==> src/shared/ras_pkg.sv <==
// constants and types for the return address stack block
// ----------------------------------------------------------------
// ----------------------------------------------------------------
package ras_pkg;
  localparam int PC_W = 21;
  localparam int SP_W = 5;
  localparam int DEPTH = 31;
  localparam logic [PC_W-1:0] RESET_VEC = 21'h00_0000;
  localparam logic [PC_W-1:0] INT_HI_VEC = 21'h00_0008;
  localparam logic [PC_W-1:0] INT_LO_VEC = 21'h00_0018;
  localparam logic [PC_W-1:0] PC_STEP = 21'h00_0002;
  localparam logic [PC_W-1:0] MEM_4K = 21'h00_1000;
  localparam logic [PC_W-1:0] MEM_8K = 21'h00_2000;
  localparam logic [SP_W-1:0] SP_TOP = 5'h1f;
  localparam logic [SP_W-1:0] SP_ONE = 5'h01;
  // pointer register fields
  localparam int FULL_BIT = 7;
  localparam int UNF_BIT = 6;
  // register byte addresses
  localparam logic [7:0] OFF_PTR_REG = 8'h00;
  localparam logic [7:0] OFF_TOS_UP = 8'h04;
  localparam logic [7:0] OFF_TOS_HI = 8'h08;
  localparam logic [7:0] OFF_TOS_LO = 8'h0c;
  localparam logic [7:0] OFF_CFG = 8'h10;
  localparam logic [7:0] OFF_STAT = 8'h14;
  localparam logic [1:0] RESP_OK = 2'h0;
  localparam logic [1:0] RESP_ERR = 2'h2;
  localparam logic [31:0] CFG_RST = 32'h0000_0001;
  typedef enum logic [2:0] {OP_NONE, OP_CALL, OP_PUSH, OP_RET, OP_POP} stk_op_e;
  typedef enum logic [1:0] {W_IDLE, W_RESP} wr_state_e;
endpackage

==> src/logic/return_address_stack.sv <==
// return address stack with pc, fetch gating and an axi4-lite register slave
//
// Decided for this implementation: the AXI4-Lite register port and the address map.
`timescale 1ns/10ps
module return_address_stack
  import ras_pkg::*;
(
  input wire logic clk,
  input wire logic rst,
  // core side
  input wire logic call_req,
  input wire logic int_ack,
  input wire logic int_hi,
  input wire logic ret_req,
  input wire logic push_req,
  input wire logic pop_req,
  input wire logic jump_req,
  input wire logic [20:0] jump_addr,
  input wire logic step,
  input wire logic [15:0] fetch_word_in,
  output logic [20:0] pc,
  output logic [15:0] fetch_word,
  output logic [20:0] data_addr,
  input wire logic [20:0] data_addr_in,
  output logic stack_fault_reset,
  // axi4-lite slave
  input wire logic [7:0] s_axi_awaddr,
  input wire logic s_axi_awvalid,
  output logic s_axi_awready,
  input wire logic [31:0] s_axi_wdata,
  input wire logic [3:0] s_axi_wstrb,
  input wire logic s_axi_wvalid,
  output logic s_axi_wready,
  output logic [1:0] s_axi_bresp,
  output logic s_axi_bvalid,
  input wire logic s_axi_bready,
  input wire logic [7:0] s_axi_araddr,
  input wire logic s_axi_arvalid,
  output logic s_axi_arready,
  output logic [31:0] s_axi_rdata,
  output logic [1:0] s_axi_rresp,
  output logic s_axi_rvalid,
  input wire logic s_axi_rready
);

  // ----------------------------------------------------------------
  // state
  // ----------------------------------------------------------------
  typedef struct packed {
    logic [PC_W-1:0] pc;
    logic [SP_W-1:0] sp;
    logic full;
    logic unf;
    logic fault_en;
    logic mem8k;
    logic fault_rst;
    logic aw_got;
    logic [7:0] aw_addr;
    logic w_got;
    logic [31:0] w_data;
    logic [3:0] w_strb;
    logic bvalid;
    logic [1:0] bresp;
    logic rvalid;
    logic [31:0] rdata;
    logic [1:0] rresp;
    logic [15:0] fetch;
  } st_s;

  st_s cur_ff;
  st_s nxt_ff;
  logic [PC_W-1:0] stack_mem [1:DEPTH];
  logic mem_we;
  logic [SP_W-1:0] mem_idx;
  logic [PC_W-1:0] mem_wd;
  logic [PC_W-1:0] tos;
  stk_op_e op;

  function automatic logic [7:0] merge8(input logic [7:0] old, input logic [7:0] nw,
                                        input logic en);
    merge8 = en ? nw : old;
  endfunction

  assign tos = (cur_ff.sp == '0) ? '0 : stack_mem[cur_ff.sp];

  always_comb begin
    if (call_req || int_ack) begin
      op = OP_CALL;
    end else if (ret_req) begin
      op = OP_RET;
    end else if (push_req) begin
      op = OP_PUSH;
    end else if (pop_req) begin
      op = OP_POP;
    end else begin
      op = OP_NONE;
    end
  end

  // ----------------------------------------------------------------
  // next state
  // ----------------------------------------------------------------
  always_comb begin
    logic [PC_W-1:0] ret_pc;
    logic [PC_W-1:0] lim;
    logic wr_fire;
    logic rd_fire;
    logic [SP_W-1:0] sp_inc;
    logic [PC_W-1:0] tw;
    logic hw_full;
    logic hw_unf;
    ret_pc = '0;
    hw_full = 1'b0;
    hw_unf = 1'b0;
    lim = '0;
    wr_fire = 1'b0;
    rd_fire = 1'b0;
    sp_inc = '0;
    tw = '0;
    nxt_ff = cur_ff;
    mem_we = 1'b0;
    mem_idx = cur_ff.sp;
    mem_wd = '0;
    nxt_ff.fault_rst = 1'b0;
    ret_pc = cur_ff.pc + PC_STEP;
    sp_inc = cur_ff.sp + SP_ONE;
    // hardware flag sets this cycle; they beat a software clear
    hw_full = (op == OP_CALL || op == OP_PUSH) && (cur_ff.sp == SP_TOP || sp_inc == SP_TOP);
    hw_unf = (op == OP_RET || op == OP_POP) && (cur_ff.sp == '0);
    lim = cur_ff.mem8k ? MEM_8K : MEM_4K;
    nxt_ff.fetch = (cur_ff.pc < lim) ? fetch_word_in : 16'h0000;
    if (step) begin
      nxt_ff.pc = ret_pc;
    end
    if (jump_req) begin
      nxt_ff.pc = jump_addr;
    end
    case (op)
      OP_CALL, OP_PUSH: begin
        if (cur_ff.sp == SP_TOP) begin
          nxt_ff.full = 1'b1;
        end else begin
          mem_we = 1'b1;
          mem_idx = sp_inc;
          mem_wd = (op == OP_PUSH) ? cur_ff.pc : ret_pc;
          nxt_ff.sp = sp_inc;
          if (sp_inc == SP_TOP) begin
            nxt_ff.full = 1'b1;
            if (cur_ff.fault_en) begin
              nxt_ff.sp = '0;
              nxt_ff.fault_rst = 1'b1;
              nxt_ff.pc = RESET_VEC;
            end
          end
        end
        if (op == OP_CALL && !cur_ff.fault_en | (sp_inc != SP_TOP)) begin
          if (int_ack) begin
            nxt_ff.pc = int_hi ? INT_HI_VEC : INT_LO_VEC;
          end else begin
            nxt_ff.pc = jump_addr;
          end
        end
      end
      OP_RET, OP_POP: begin
        if (cur_ff.sp == '0) begin
          nxt_ff.unf = 1'b1;
          if (op == OP_RET) begin
            nxt_ff.pc = RESET_VEC;
          end
        end else begin
          // load then decrement, pop leaves pc
          if (op == OP_RET) begin
            nxt_ff.pc = tos;
          end
          nxt_ff.sp = cur_ff.sp - SP_ONE;
        end
      end
      default: begin
      end
    endcase
    // ----------------------------------------------------------------
    // axi4-lite slave
    // ----------------------------------------------------------------
    s_axi_awready = !cur_ff.aw_got && !cur_ff.bvalid;
    s_axi_wready = !cur_ff.w_got && !cur_ff.bvalid;
    s_axi_arready = !cur_ff.rvalid;
    if (s_axi_awvalid && s_axi_awready) begin
      nxt_ff.aw_got = 1'b1;
      nxt_ff.aw_addr = s_axi_awaddr;
    end
    if (s_axi_wvalid && s_axi_wready) begin
      nxt_ff.w_got = 1'b1;
      nxt_ff.w_data = s_axi_wdata;
      nxt_ff.w_strb = s_axi_wstrb;
    end
    wr_fire = cur_ff.aw_got && cur_ff.w_got;
    if (wr_fire) begin
      nxt_ff.aw_got = 1'b0;
      nxt_ff.w_got = 1'b0;
      nxt_ff.bvalid = 1'b1;
      nxt_ff.bresp = RESP_OK;
      tw = tos;
      case (cur_ff.aw_addr)
        OFF_PTR_REG: begin
          if (cur_ff.w_strb[0]) begin
            // pointer write, clear only, set wins
            if (op == OP_NONE) begin
              nxt_ff.sp = cur_ff.w_data[SP_W-1:0];
            end
            if (!cur_ff.w_data[FULL_BIT] && !hw_full) begin
              nxt_ff.full = 1'b0;
            end
            if (!cur_ff.w_data[UNF_BIT] && !hw_unf) begin
              nxt_ff.unf = 1'b0;
            end
          end
        end
        OFF_TOS_UP: tw[20:16] = 5'(merge8({3'b000, tos[20:16]}, cur_ff.w_data[7:0],
                                          cur_ff.w_strb[0]));
        OFF_TOS_HI: tw[15:8] = merge8(tos[15:8], cur_ff.w_data[7:0], cur_ff.w_strb[0]);
        OFF_TOS_LO: tw[7:0] = merge8(tos[7:0], cur_ff.w_data[7:0], cur_ff.w_strb[0]);
        OFF_CFG: begin
          if (cur_ff.w_strb[0]) begin
            nxt_ff.fault_en = cur_ff.w_data[0];
            nxt_ff.mem8k = cur_ff.w_data[1];
          end
        end
        OFF_STAT: begin
        end
        default: nxt_ff.bresp = RESP_ERR;
      endcase
      // only via these registers; core op has priority
      if (tw != tos && cur_ff.sp != '0 && !mem_we) begin
        mem_we = 1'b1;
        mem_idx = cur_ff.sp;
        mem_wd = tw;
      end
    end
    if (cur_ff.bvalid && s_axi_bready) begin
      nxt_ff.bvalid = 1'b0;
    end
    rd_fire = s_axi_arvalid && s_axi_arready;
    if (rd_fire) begin
      nxt_ff.rvalid = 1'b1;
      nxt_ff.rresp = RESP_OK;
      nxt_ff.rdata = '0;
      case (s_axi_araddr)
        OFF_PTR_REG: nxt_ff.rdata = {24'h00_0000, cur_ff.full, cur_ff.unf, 1'b0, cur_ff.sp};
        OFF_TOS_UP: nxt_ff.rdata = {27'h000_0000, tos[20:16]};
        OFF_TOS_HI: nxt_ff.rdata = {24'h00_0000, tos[15:8]};
        OFF_TOS_LO: nxt_ff.rdata = {24'h00_0000, tos[7:0]};
        OFF_CFG: nxt_ff.rdata = {30'h0000_0000, cur_ff.mem8k, cur_ff.fault_en};
        OFF_STAT: nxt_ff.rdata = {11'h000, cur_ff.pc};
        default: nxt_ff.rresp = RESP_ERR;
      endcase
    end else if (cur_ff.rvalid && s_axi_rready) begin
      nxt_ff.rvalid = 1'b0;
    end
  end

  // ----------------------------------------------------------------
  // registers
  // ----------------------------------------------------------------
  // reset clears pointer; flags clear on this por or by a zero written to them in the pointer register
  always_ff @(posedge clk or posedge rst) begin
    if (rst) begin
      cur_ff <= '0;
      cur_ff.fault_en <= CFG_RST[0];
      cur_ff.pc <= RESET_VEC;
    end else begin
      cur_ff <= nxt_ff;
    end
  end

  // memory has no reset; entries are dead until a push fills them
  always_ff @(posedge clk) begin
    if (mem_we) begin
      stack_mem[mem_idx] <= mem_wd;
    end
  end

  // pc out, no latch port, separate data port
  assign pc = cur_ff.pc;
  assign fetch_word = cur_ff.fetch;
  assign data_addr = data_addr_in;
  assign stack_fault_reset = cur_ff.fault_rst;
  assign s_axi_bvalid = cur_ff.bvalid;
  assign s_axi_bresp = cur_ff.bresp;
  assign s_axi_rvalid = cur_ff.rvalid;
  assign s_axi_rdata = cur_ff.rdata;
  assign s_axi_rresp = cur_ff.rresp;

  logic wr_fire_w;
  assign wr_fire_w = cur_ff.aw_got && cur_ff.w_got;
endmodule // return_address_stack

==> config.mk <==
export PLATFORM = sky130hd
export DESIGN_NAME = return_address_stack
export DESIGN_NICKNAME = d
export VERILOG_FILES = /design/src/shared/ras_pkg.sv /design/src/logic/return_address_stack.sv
export SDC_FILE = /design/constraint.sdc
export NUM_CORES = 1
export LEC_CHECK = 0
export BUFFER_PORTS_ARGS = -buffer_cell sky130_fd_sc_hd__buf_2
export CELL_PAD_IN_SITES_DETAIL_PLACEMENT = 1
export CELL_PAD_IN_SITES_GLOBAL_PLACEMENT = 2
export CORE_MARGIN = 3
export CORE_UTILIZATION = 35
export CTS_BUF_LIST = sky130_fd_sc_hd__clkbuf_8
export DETAILED_ROUTE_END_ITERATION = 6
export PLACE_DENSITY_LB_ADDON = 0.12
export SLEW_MARGIN = 30
export SYNTH_ARGS = -nofsm -noshare
export SYNTH_HDL_FRONTEND = slang
export SYNTH_SLANG_ARGS = --single-unit
==> constraint.sdc <==
create_clock -name clk -period 6.4 [get_ports clk]
set_input_delay 1.28 -clock clk [delete_from_list [all_inputs] [get_ports clk]]
set_output_delay 1.28 -clock clk [all_outputs]
set_load 0.05 [all_outputs]
Yosys cells after proc, flatten, opt, wreduce, memory -nomap -nowiden
Memories as Yosys holds them, arrays and structs flattened.
Cells that the tools add are included.

operators by class
  add/sub/neg operators = 3
  order comparisons = 1
  eq/ne operators = 18
  mux-type cells = 71
  bitwise operators = 1
  reductions and logical operators = 43

operators by type and width
  kind                   count
  $mux 21                13
  $pmux 21 s6            1
  $mux 26                2
  $pmux 26 s2            1
  $mux 5                 10
  $mux 8                 6
  $mux 37                1
  $eq 8x4->1 const B     4
  $eq 8x5->1 const B     4
  $mux 27                1
  $add 21x2->21 const B  1
  $lt 21x14->1           1
  $mux 1                 21
  $ne 21x21->1           1
  $mux 9                 2
  $eq 8x3->1 const B     2
  $logic_not 8->1        2
  $mux 16                1
  $logic_and 1x1->1      15
  $mux 3                 5
  $mux 14                1
  $mux 7                 2
  $reduce_or 6->1        2
  $eq 5x5->1 const B     2
  other kinds (16)       36

word-level totals
  register bits after elaboration = 131
  RAM bits = 651
  bits of input ports = 125
  word-level logic and storage cells = 156
  memories = 1

memory list
  memory     depth  bits a word  read ports  clocked after memory_dff  write ports  line                        text
  stack_mem  31     21           1           0                         1            return_address_stack.sv:72  logic [PC_W-1:0] stack_mem [1:DEPTH];

Depth between registers and ports, before layout
Gate-level depths: netlist of the first run.

  depth in word-level cells = 13
  depth in mapped cells = 21
  mapped depth without buffers = 13

Least setup slack after synthesis of the first run
Ideal clock, no wire load.

  path kind = reg-to-reg
  start = register cur_ff[105] (netlist name)
  end = memory stack_mem[16][0] (enable)
  setup time = 0.432 ns
  arrival time = 5.656 ns
  slack = 0.313 ns
  stages on the path, launching flop included = 21
  path through = dfrtp_1 -> buf_6 -> buf_12 -> buf_6 -> buf_4 -> buf_4 -> buf_1 -> inv_1 -> ha_1 -> nor2b_1 -> a21oi_1 -> o221ai_1 -> o211a_1 -> xor2_1 -> nand4_1 -> o41ai_2 -> o211a_4 -> nand3_2 -> a21o_1 -> buf_6 -> a211oi_1

between the ends
  word-level cells in the longest chain between the ends = 12

ends and longest elaborated chain
  what                                              line                         text
  from (decl)                                       return_address_stack.sv:70   st_s cur_ff;
  from (signal assigned)                            return_address_stack.sv:271  cur_ff <= nxt_ff;
  $mem_v2 31x21 or $logic_not 5->1 (tied branches)  -
  $mux 21                                           return_address_stack.sv:84   assign tos = (cur_ff.sp == '0) ? '0 : stack_mem[cur_ff.sp];
  $mux 8 or $mux 5 (tied branches)                  return_address_stack.sv:81   merge8 = en ? nw : old;
  $mux 8 or $mux 5 (tied branches)                  return_address_stack.sv:203  case (cur_ff.aw_addr)
  $mux 8 or $mux 5 (tied branches)                  return_address_stack.sv:197  if (wr_fire) begin
  $ne 21x21->1                                      return_address_stack.sv:233  if (tw != tos && cur_ff.sp != '0 && !mem_we) begin
  $logic_and 1x1->1 (2 in series)                   return_address_stack.sv:233
  $mux 1                                            return_address_stack.sv:233
  $mux 1                                            return_address_stack.sv:197
  $mux 1                                            return_address_stack.sv:277  if (mem_we) begin
  $mux 1 (not written as such)                      return_address_stack.sv:278  stack_mem[mem_idx] <= mem_wd;
  to (decl)                                         return_address_stack.sv:72

Parallel ways exist; a longest one is shown, timed or not. The select of a mux whose other input is x is not followed.

Final worst setup path of the first run
  start = register cur_ff[105] (netlist name)
  end = memory stack_mem[13][6] (enable)

The elaborated chain is that of the path after synthesis.

==> results.py, run 1 <==
metrics = {
    "critical_path": {
        "slowest_stage": "dfrtp_4",
        "crit_fanout": 16,
        "critPathArrivalTime_ns": 6.15,
        "startpoint_type": "register",
        "critPathCaptureType": "register",
        "cp_slowest_stage_delay_ns": 0.63,
        "crit_type": "reg -> reg",
        "r2r_cells": 14,
        "cpMostUsedCell": "o21ai_0",
        "crit_chain": "inv_1 > ha_1 > nor2b_1 > a21oi_1 > o21ai_0 > and4_1 > xnor2_1 > nor3_1 > a41oi_2 > a21oi_2 > a2111oi_2 > o21ai_0 > nor3b_2 > buf_4",
        "cp.required_ns": 6.85,
    },
    "yosys": {
        "ys_types": 84,
        "yosys-top-cells-area": "edfxtp_1 (61%), dfrtp_1 (7.0%), mux4_2 (5.7%)",
        "synth_top_cell_area_share_pct": 60.7,
        "ys_seq_area_share_pct": 67.8,
        "ys.flop_type": "edfxtp_1",
        "synthArstFlopShare_pct": 12.3,
        "synth_edf_count": 651,
        "avgSynthCellArea_um2": 15.5,
        "synth_top_area_cell": "edfxtp_1",
        "yosys_warnings": 0,
        "netlist_area_um2": 32200,
        "ys_ff_latch": 742,
        "syn-instance-count": 2082,
    },
    "global_routing": {
        "grtUsageTotal_pct": 21.9,
        "grt_pass1_vias": 20104,
        "grt_antenna_before_repair": 4,
        "gr-total-overflow": 0,
        "grt_max_degree": 89,
        "grt_pass1_wl_um": 148000,
    },
    "final_layout": {
        "num-nets-final": 2423,
        "fill_cells": 9150,
        "fin_area_um2": 36900,
        "final_layout_size_suffix_gt1_share_pct": 26.3,
        "area_growth_pct": 14.7,
    },
    "routing": {
        "routed_wl_um": 105000,
        "wl_per_cell_um": 29.3,
        "final_antenna_net_count": 0,
        "dr.pass1.iters": 5,
        "drc": 0,
        "via_per_inst": 5.41,
        "vias": 19325,
        "drtIter0Drc": 1743,
    },
    "sta": {
        "max_freq_mhz": 175,
        "relSlewSlack_pct": 36.2,
        "hold_slack_ns": 0.476,
        "fin_crit_ns": 5.70,
        "rsz0062_at_grt": "false",
        "setup_viol": 0,
        "fin_worst_skew_ns": 0.0454,
        "final_hold_viol_count": 0,
        "tns_ns": 0,
        "worst_slack_ns": 0.699,
        "final_max_slew_viol_count": 0,
        "fin_crit_sh_pct": 89.1,
        "tightestPinTransition_ns": 0.942,
    },
    "placement": {
        "dpl-instance-area_um2": 34500,
        "gp_congestion": 0.809,
        "hpwl_um": 67400,
        "dp_slack_ns": 0.691,
        "port_buffers": 142,
    },
    "die": {
        "die_h_um": 309,
        "core_area_um2": 90600,
        "die_area_um2": 95700,
        "rows": 110,
        "io_pins": 225,
        "die_w_um": 309,
        "start_util_pct": 35.6,
    },
    "power": {
        "pwr-share-comb_pct": 38.2,
        "max-vdd-ir-drop_mv": 0.287,
        "clkPwrFrac_pct": 23.5,
        "seq_power_share_pct": 38.3,
        "switching_share_pct": 39.8,
        "power.switching_w": 0.00701,
        "powerDensity_nw_per_um2": 478,
        "p_leak_nw": 13.3,
        "intPower_w": 0.0106,
    },
    "clock_tree": {
        "post_cts_buffers": 0,
        "cts_resized": 0,
        "clk_pin_slew_ns": 0.06,
        "ctsLongestPathBuffers": 3,
        "htreeDepth": 4,
        "holdBufCountCts": 0,
        "cts_buffers": 133,
        "clk_latency_ns": 0.83,
        "clock-root-buffer": "clkbuf_8",
        "clkSinkCount": 742,
        "cts_tree": "yes",
    },
    "status": {
        "outcome": "complete, no violations",
    },
    "hold_path": {
        "hold_depth": 2,
        "hold_class": "reg -> reg",
    },
    "run": {
        "max_cap_violations": 0,
    },
}
## critical path, delay by kind of cell, from the launching register on
family          cells  cell delay [ns]
simple gates        4             1.08
fa+ha+maj           1             0.39
buf+inv             2             0.61
xor+xnor            1             0.21
flops               1             0.63
compound gates      6             2.40
## power groups by stage
stage                     Sequential [W]  Clock (W)  Combinational (W)
after floorplan                  0.00656          0            0.00425
after global placement           0.00682          0            0.00670
after detailed placement         0.00686          0            0.00676
after CTS                        0.00676    0.00429            0.00679
after global routing             0.00682    0.00451            0.00714
final                            0.00675    0.00414            0.00673
## routing by layer
metal | routed length, µm | global-route usage [%] | part of all wire, %
met1 | 47100 | 29.9 | 45
met2 | 50100 | 35.8 | 48
met3 | 5250 | 3.86 | 5.0
met4 | 2330 | 6.59 | 2.2
met5 | 0 | 0 | 0
## cell usage in the layout (no fill, tap or decap), drive strengths merged, types with 14 or more instances in the layout
cell / netlist / final
xnor2: 23 / 23
mux2: 33 / 33
clkbuf: 54 / 137
mux4: 81 / 81
a22oi: 38 / 38
a21oi: 61 / 61
a221oi: 14 / 14
o21ai: 83 / 83
nor3: 15 / 15
a211oi: 26 / 26
and3: 16 / 16
and2: 23 / 23
mux2i: 173 / 173
edfxtp: 651 / 651
xor2: 39 / 39
nor2: 96 / 96
o221ai: 16 / 16
dfrtp: 90 / 90
inv: 18 / 78
nand3: 30 / 30
nand2: 139 / 139
buf: 164 / 279
clkinv: 2 / 38
o22ai: 52 / 52
## area by class of cell
type	count	area [µm²]	share of cell area (%)
clock inverters	99	566	1.53
repair buffers	279	1830	4.95
inverters	20	77.6	0.210
multi-input cells	1114	9240	25.0
diodes	4	10.0	0.0271
well taps	1176	1470	3.99
flip-flops and latches	742	21800	59.2
clock buffers	137	1890	5.11
## per-stage QoR
stage,std cells,util [%],total power [W]
floorplan,2094,-,0.0108
CTS,3567,40.8,0.0178
global route,3570,40.8,0.0185
global placement,3331,38.0,0.0135
detailed placement,3331,38.0,0.0136
finish,3571,40.8,0.0176
## logic make-up (layout without fill, tap and decap cells)
kind of cell,count (synthesis),in the layout,share of synthesized area (%)
other cells,1,17,0.0116
fa+ha+maj,8,8,0.311
xor+xnor,62,62,1.69
compound gates,353,353,7.52
buf+inv,238,535,4.71
simple gates,391,391,5.78
flops,742,742,67.8
mux,287,287,12.2
## cell usage after synthesis, types with 5 or more instances
library cell and n:
xnor2_1 23, nand2b_1 12, nand2_1 139, buf_1 10, dfrtp_1 90, nor3_1 14
nor2b_1 11, a221oi_1 13, edfxtp_1 651, a21oi_1 50, and2_1 23, mux2_2 32
o22ai_1 52, mux2i_1 173, o21ai_0 81, buf_4 101, nand3_1 29, nor2_1 96
inv_1 16, a22oi_1 38, a31oi_1 10, a211o_1 5, mux4_2 81, a21oi_2 11
nand4_1 11, a211oi_1 23, and4_1 7, xor2_1 39, buf_2 30, o221ai_1 16
buf_6 17, and3_1 16, clkbuf_1 53, nor3b_1 13, ha_1 8
## final timing paths
path,start,end,slack [ns]
setup / recovery,cur_ff[105],stack_mem[13][6],0.70
max in group asynchronous,rst,s_axi_rdata[16],4.75
min in group asynchronous,rst,fetch_word[1],0.59
setup reg to reg,cur_ff[105],stack_mem[13][6],0.70
hold reg to reg,s_axi_rdata[17],s_axi_rdata[17],0.48
hold / removal,s_axi_rdata[17],s_axi_rdata[17],0.48
## sequential cells by signal (all words and copies together) (netlist names)
name / count
cur_ff: 28
pc: 21
fetch_word: 16
s_axi_rresp: 1
stack_mem: 651
s_axi_rdata: 21
s_axi_rvalid: 1
stack_fault_reset: 1
s_axi_bvalid: 1
s_axi_bresp: 1
Note: power is estimated with default switching activity, not from simulation.
==> inputs of run 2 (changes only) <==
ABC_AREA = 1   (was default)
SKIP_LAST_GASP = 1   (was default)
==> run 2 against run 1 <==
Utilization decreased by 0.72 points. Non-clock buffer count fell by 28. Count of clock-buffer cells in the layout rose by 11. Maximum frequency grew 6.2%. Flip-flop and latch count did not move. Combinational power is 3.9% higher. Cell area rose by 5.1%. First-iteration DRC count fell by 5.6%. Worst hold slack got worse by 0.0044 ns. Clock skew about the same. Total power rose by 1.2%. Critical path type unchanged. Largest cell class unchanged.
==> results.py, run 2 <==
metrics = {
    "critical_path": {
        "crit_family": "simple AND/OR/NAND/NOR gates",
        "slowest_stage": "dfrtp_4",
        "cp_slowest_stage_delay_ns": 0.63,
        "critPathArrivalTime_ns": 5.79,
        "critPathCaptureType": "register",
        "crit_fanout": 49,
        "startpoint": "cur_ff[106]",
        "cp.required_ns": 6.82,
        "cpMostUsedCell": "nand2_1",
        "crit_type": "reg -> reg",
        "r2r-start": "cur_ff[106]",
        "path_buf_inv": 6,
        "startpoint_type": "register",
        "crit_chain": "inv_6 > ha_1 > inv_1 > o21ai_2 > inv_1 > nand2_1 > nand2_1 > nand2_1 > nand2_1 > inv_1 > nand2_1 > nor2_1 > nand2_1 > nor2_1 > nand2_1 > nand3_2 > buf_4 > nand3_4 > nand2_2 > nand3_2 > nor2_2 > buf_4",
    },
    "yosys": {
        "yosys_warnings": 0,
        "synth_top_cell_area_share_pct": 57.2,
        "ys_ff_latch": 742,
        "synth.most_common_cell": "nand2_1",
        "ys_types": 50,
        "avgSynthCellArea_um2": 9.86,
        "synth_common_cells": "nand2_1 (959), edfxtp_1 (651), nor2_1 (413)",
        "ys.flop_type": "edfxtp_1",
        "synthArstFlopShare_pct": 12.3,
        "yosys-top-cells-area": "edfxtp_1 (57%), nand2_1 (11%), dfrtp_1 (6.6%)",
        "syn-instance-count": 3469,
        "netlist_area_um2": 34200,
        "ys_seq_area_share_pct": 63.8,
        "synth_top_area_cell": "edfxtp_1",
        "synth_edf_count": 651,
    },
    "hold_path": {
        "hold_class": "reg -> reg",
        "worstHoldStart": "s_axi_rdata[9]",
    },
    "final_layout": {
        "mostFrequentLayoutCell": "nand2_1",
        "final_layout_size_suffix_gt1_share_pct": 14.1,
        "area_growth_pct": 13.4,
        "largest_register_ffs": 651,
        "fin_area_um2": 38800,
        "num-nets-final": 3747,
        "biggestRegsByFlops": "stack_mem: 651 flops, cur_ff: 28 flops",
        "fin_cells": 4999,
        "final_cell_mix": "nand2_1 (959), edfxtp_1 (651), nor2_1 (382)",
        "final_util_pct": 40.0,
        "regMostFlops": "stack_mem",
    },
    "routing": {
        "routed_wl_um": 115000,
        "drtIter0Drc": 1645,
        "vias": 25335,
        "drc": 0,
        "dr.pass1.iters": 7,
        "final_antenna_net_count": 0,
        "wl_per_cell_um": 22.9,
        "via_per_inst": 5.07,
    },
    "global_routing": {
        "grt_pass1_wl_um": 170000,
        "grtUsageTotal_pct": 22.4,
        "grt_antenna_before_repair": 7,
        "gr-total-overflow": 0,
        "grt_max_degree": 124,
        "grt_pass1_vias": 26741,
    },
    "placement": {
        "placedCellCount": 4749,
        "hpwl_um": 72800,
        "port_buffers": 142,
        "gp_congestion": 0.877,
        "dpl-instance-area_um2": 36200,
    },
    "power": {
        "p_total_w": 0.0178,
        "power.switching_w": 0.00769,
        "clkPwrFrac_pct": 24.3,
        "powerDensity_nw_per_um2": 460,
        "pwr-share-comb_pct": 39.1,
        "intPower_w": 0.0102,
        "max-vdd-ir-drop_mv": 0.301,
        "seq_power_share_pct": 36.5,
        "switching_share_pct": 43.1,
        "p_leak_nw": 16.2,
    },
    "clock_tree": {
        "post_cts_buffers": 0,
        "cts_tree": "yes",
        "clk_pin_slew_ns": 0.05,
        "clkSinkCount": 742,
        "holdBufCountCts": 0,
        "cts_resized": 0,
        "ctsLongestPathBuffers": 3,
        "clock-root-buffer": "clkbuf_8",
        "cts_buffers": 138,
        "htreeDepth": 4,
        "clk_latency_ns": 0.81,
    },
    "die": {
        "rows": 114,
        "core_area_um2": 96900,
        "io_pins": 225,
        "die_h_um": 319,
        "die_area_um2": 101000,
        "die_w_um": 319,
        "start_util_pct": 35.3,
    },
    "sta": {
        "fin_worst_skew_ns": 0.0455,
        "tns_ns": 0,
        "fin_crit_sh_pct": 83.9,
        "setup_viol": 0,
        "rsz0062_at_grt": "false",
        "final_hold_viol_count": 0,
        "relSlewSlack_pct": 34.4,
        "tightestPinTransition_ns": 0.982,
        "max_freq_mhz": 186,
        "final_max_slew_viol_count": 0,
        "fin_crit_ns": 5.37,
    },
    "run": {
        "max_cap_violations": 0,
    },
    "status": {
        "outcome": "complete, no violations",
    },
}
-- run 2: cell types whose count changed after synthesis, moves of 35 or more --
| cell | delta |
|---|---|
| o22ai_1 | -45 |
| mux2i_1 | -173 |
| nor2_1 | +317 |
| inv_1 | +319 |
| o21ai_0 | +93 |
| buf_2 | +52 |
| mux4_2 | -81 |
| a21oi_1 | +35 |
| nand2_1 | +820 |
| nand3_1 | +225 |
-- run 2: final timing paths --
path / endpoint / slack (ns) / cells past startpoint
max reg2reg: stack_mem[23][3] / 1.03 / 22
min in group asynchronous: fetch_word[0] / 0.52 / 2
max: stack_mem[23][3] / 1.03 / 22
min: s_axi_rdata[9] / 0.47 / 2
min reg2reg: s_axi_rdata[9] / 0.47 / 2
max in group asynchronous: cur_ff[105] / 4.61 / 3
-- run 2: metrics by stage --
stage          setup slack, ns  hold slack (ns)
4_1_cts                   1.00            0.464
6_report                  1.03            0.472
2_1_floorplan             1.83            0.450
5_1_grt                  0.767            0.515
3_5_place_dp              1.02            0.464
3_3_place_gp              1.12            0.459
-- run 2: layer usage --
| layer | part of all wire (%) | track usage, % | routed length [µm] |
|---|---|---|---|
| met5 | 0 | 0 | 0 |
| met4 | 2.0 | 6.10 | 2310 |
| met3 | 4.2 | 3.41 | 4810 |
| met2 | 50 | 39.2 | 57300 |
| met1 | 44 | 29.0 | 50300 |
-- run 2: kinds of logic (layout without fill, tap and decap cells) --
logic type	Yosys count	in the layout	synth area share, %
AO/OA/AOI/OAI	397	397	6.62
XOR/XNOR	19	19	0.487
adder cells (fa/ha/maj)	8	8	0.293
buffers and inverters	602	842	8.48
flip-flops	742	742	63.8
multiplexers	6	6	0.198
other	1	15	0.0110
AND/OR/NAND/NOR	1694	1694	20.1
-- run 2: final cells by class --
class / instances / area [µm²]
Fill cell: 10921 / 58100
Sequential cell: 742 / 21800
Multi-Input combinational cell: 2137 / 9800
Clock buffer: 148 / 2040
Timing Repair Buffer: 251 / 1660
Tap cell: 1276 / 1600
Inverter: 344 / 1310
Clock inverter: 99 / 542
Antenna cell: 2 / 5.00
-- run 2: tightest hold or removal path, stage by stage, from the launching register on --
cell and delay [ns]:
dfrtp_1 0.34, nand2_1 0.05, o31ai_1 0.05
-- run 2: power by group through the flow --
stage	Clock, W	Sequential (W)	Combinational [W]
finish	0.00434	0.00652	0.00699
detailed placement	0	0.00662	0.00707
global route	0.00470	0.00657	0.00772
CTS	0.00449	0.00652	0.00710
global placement	0	0.00659	0.00694
floorplan	0	0.00650	0.00442
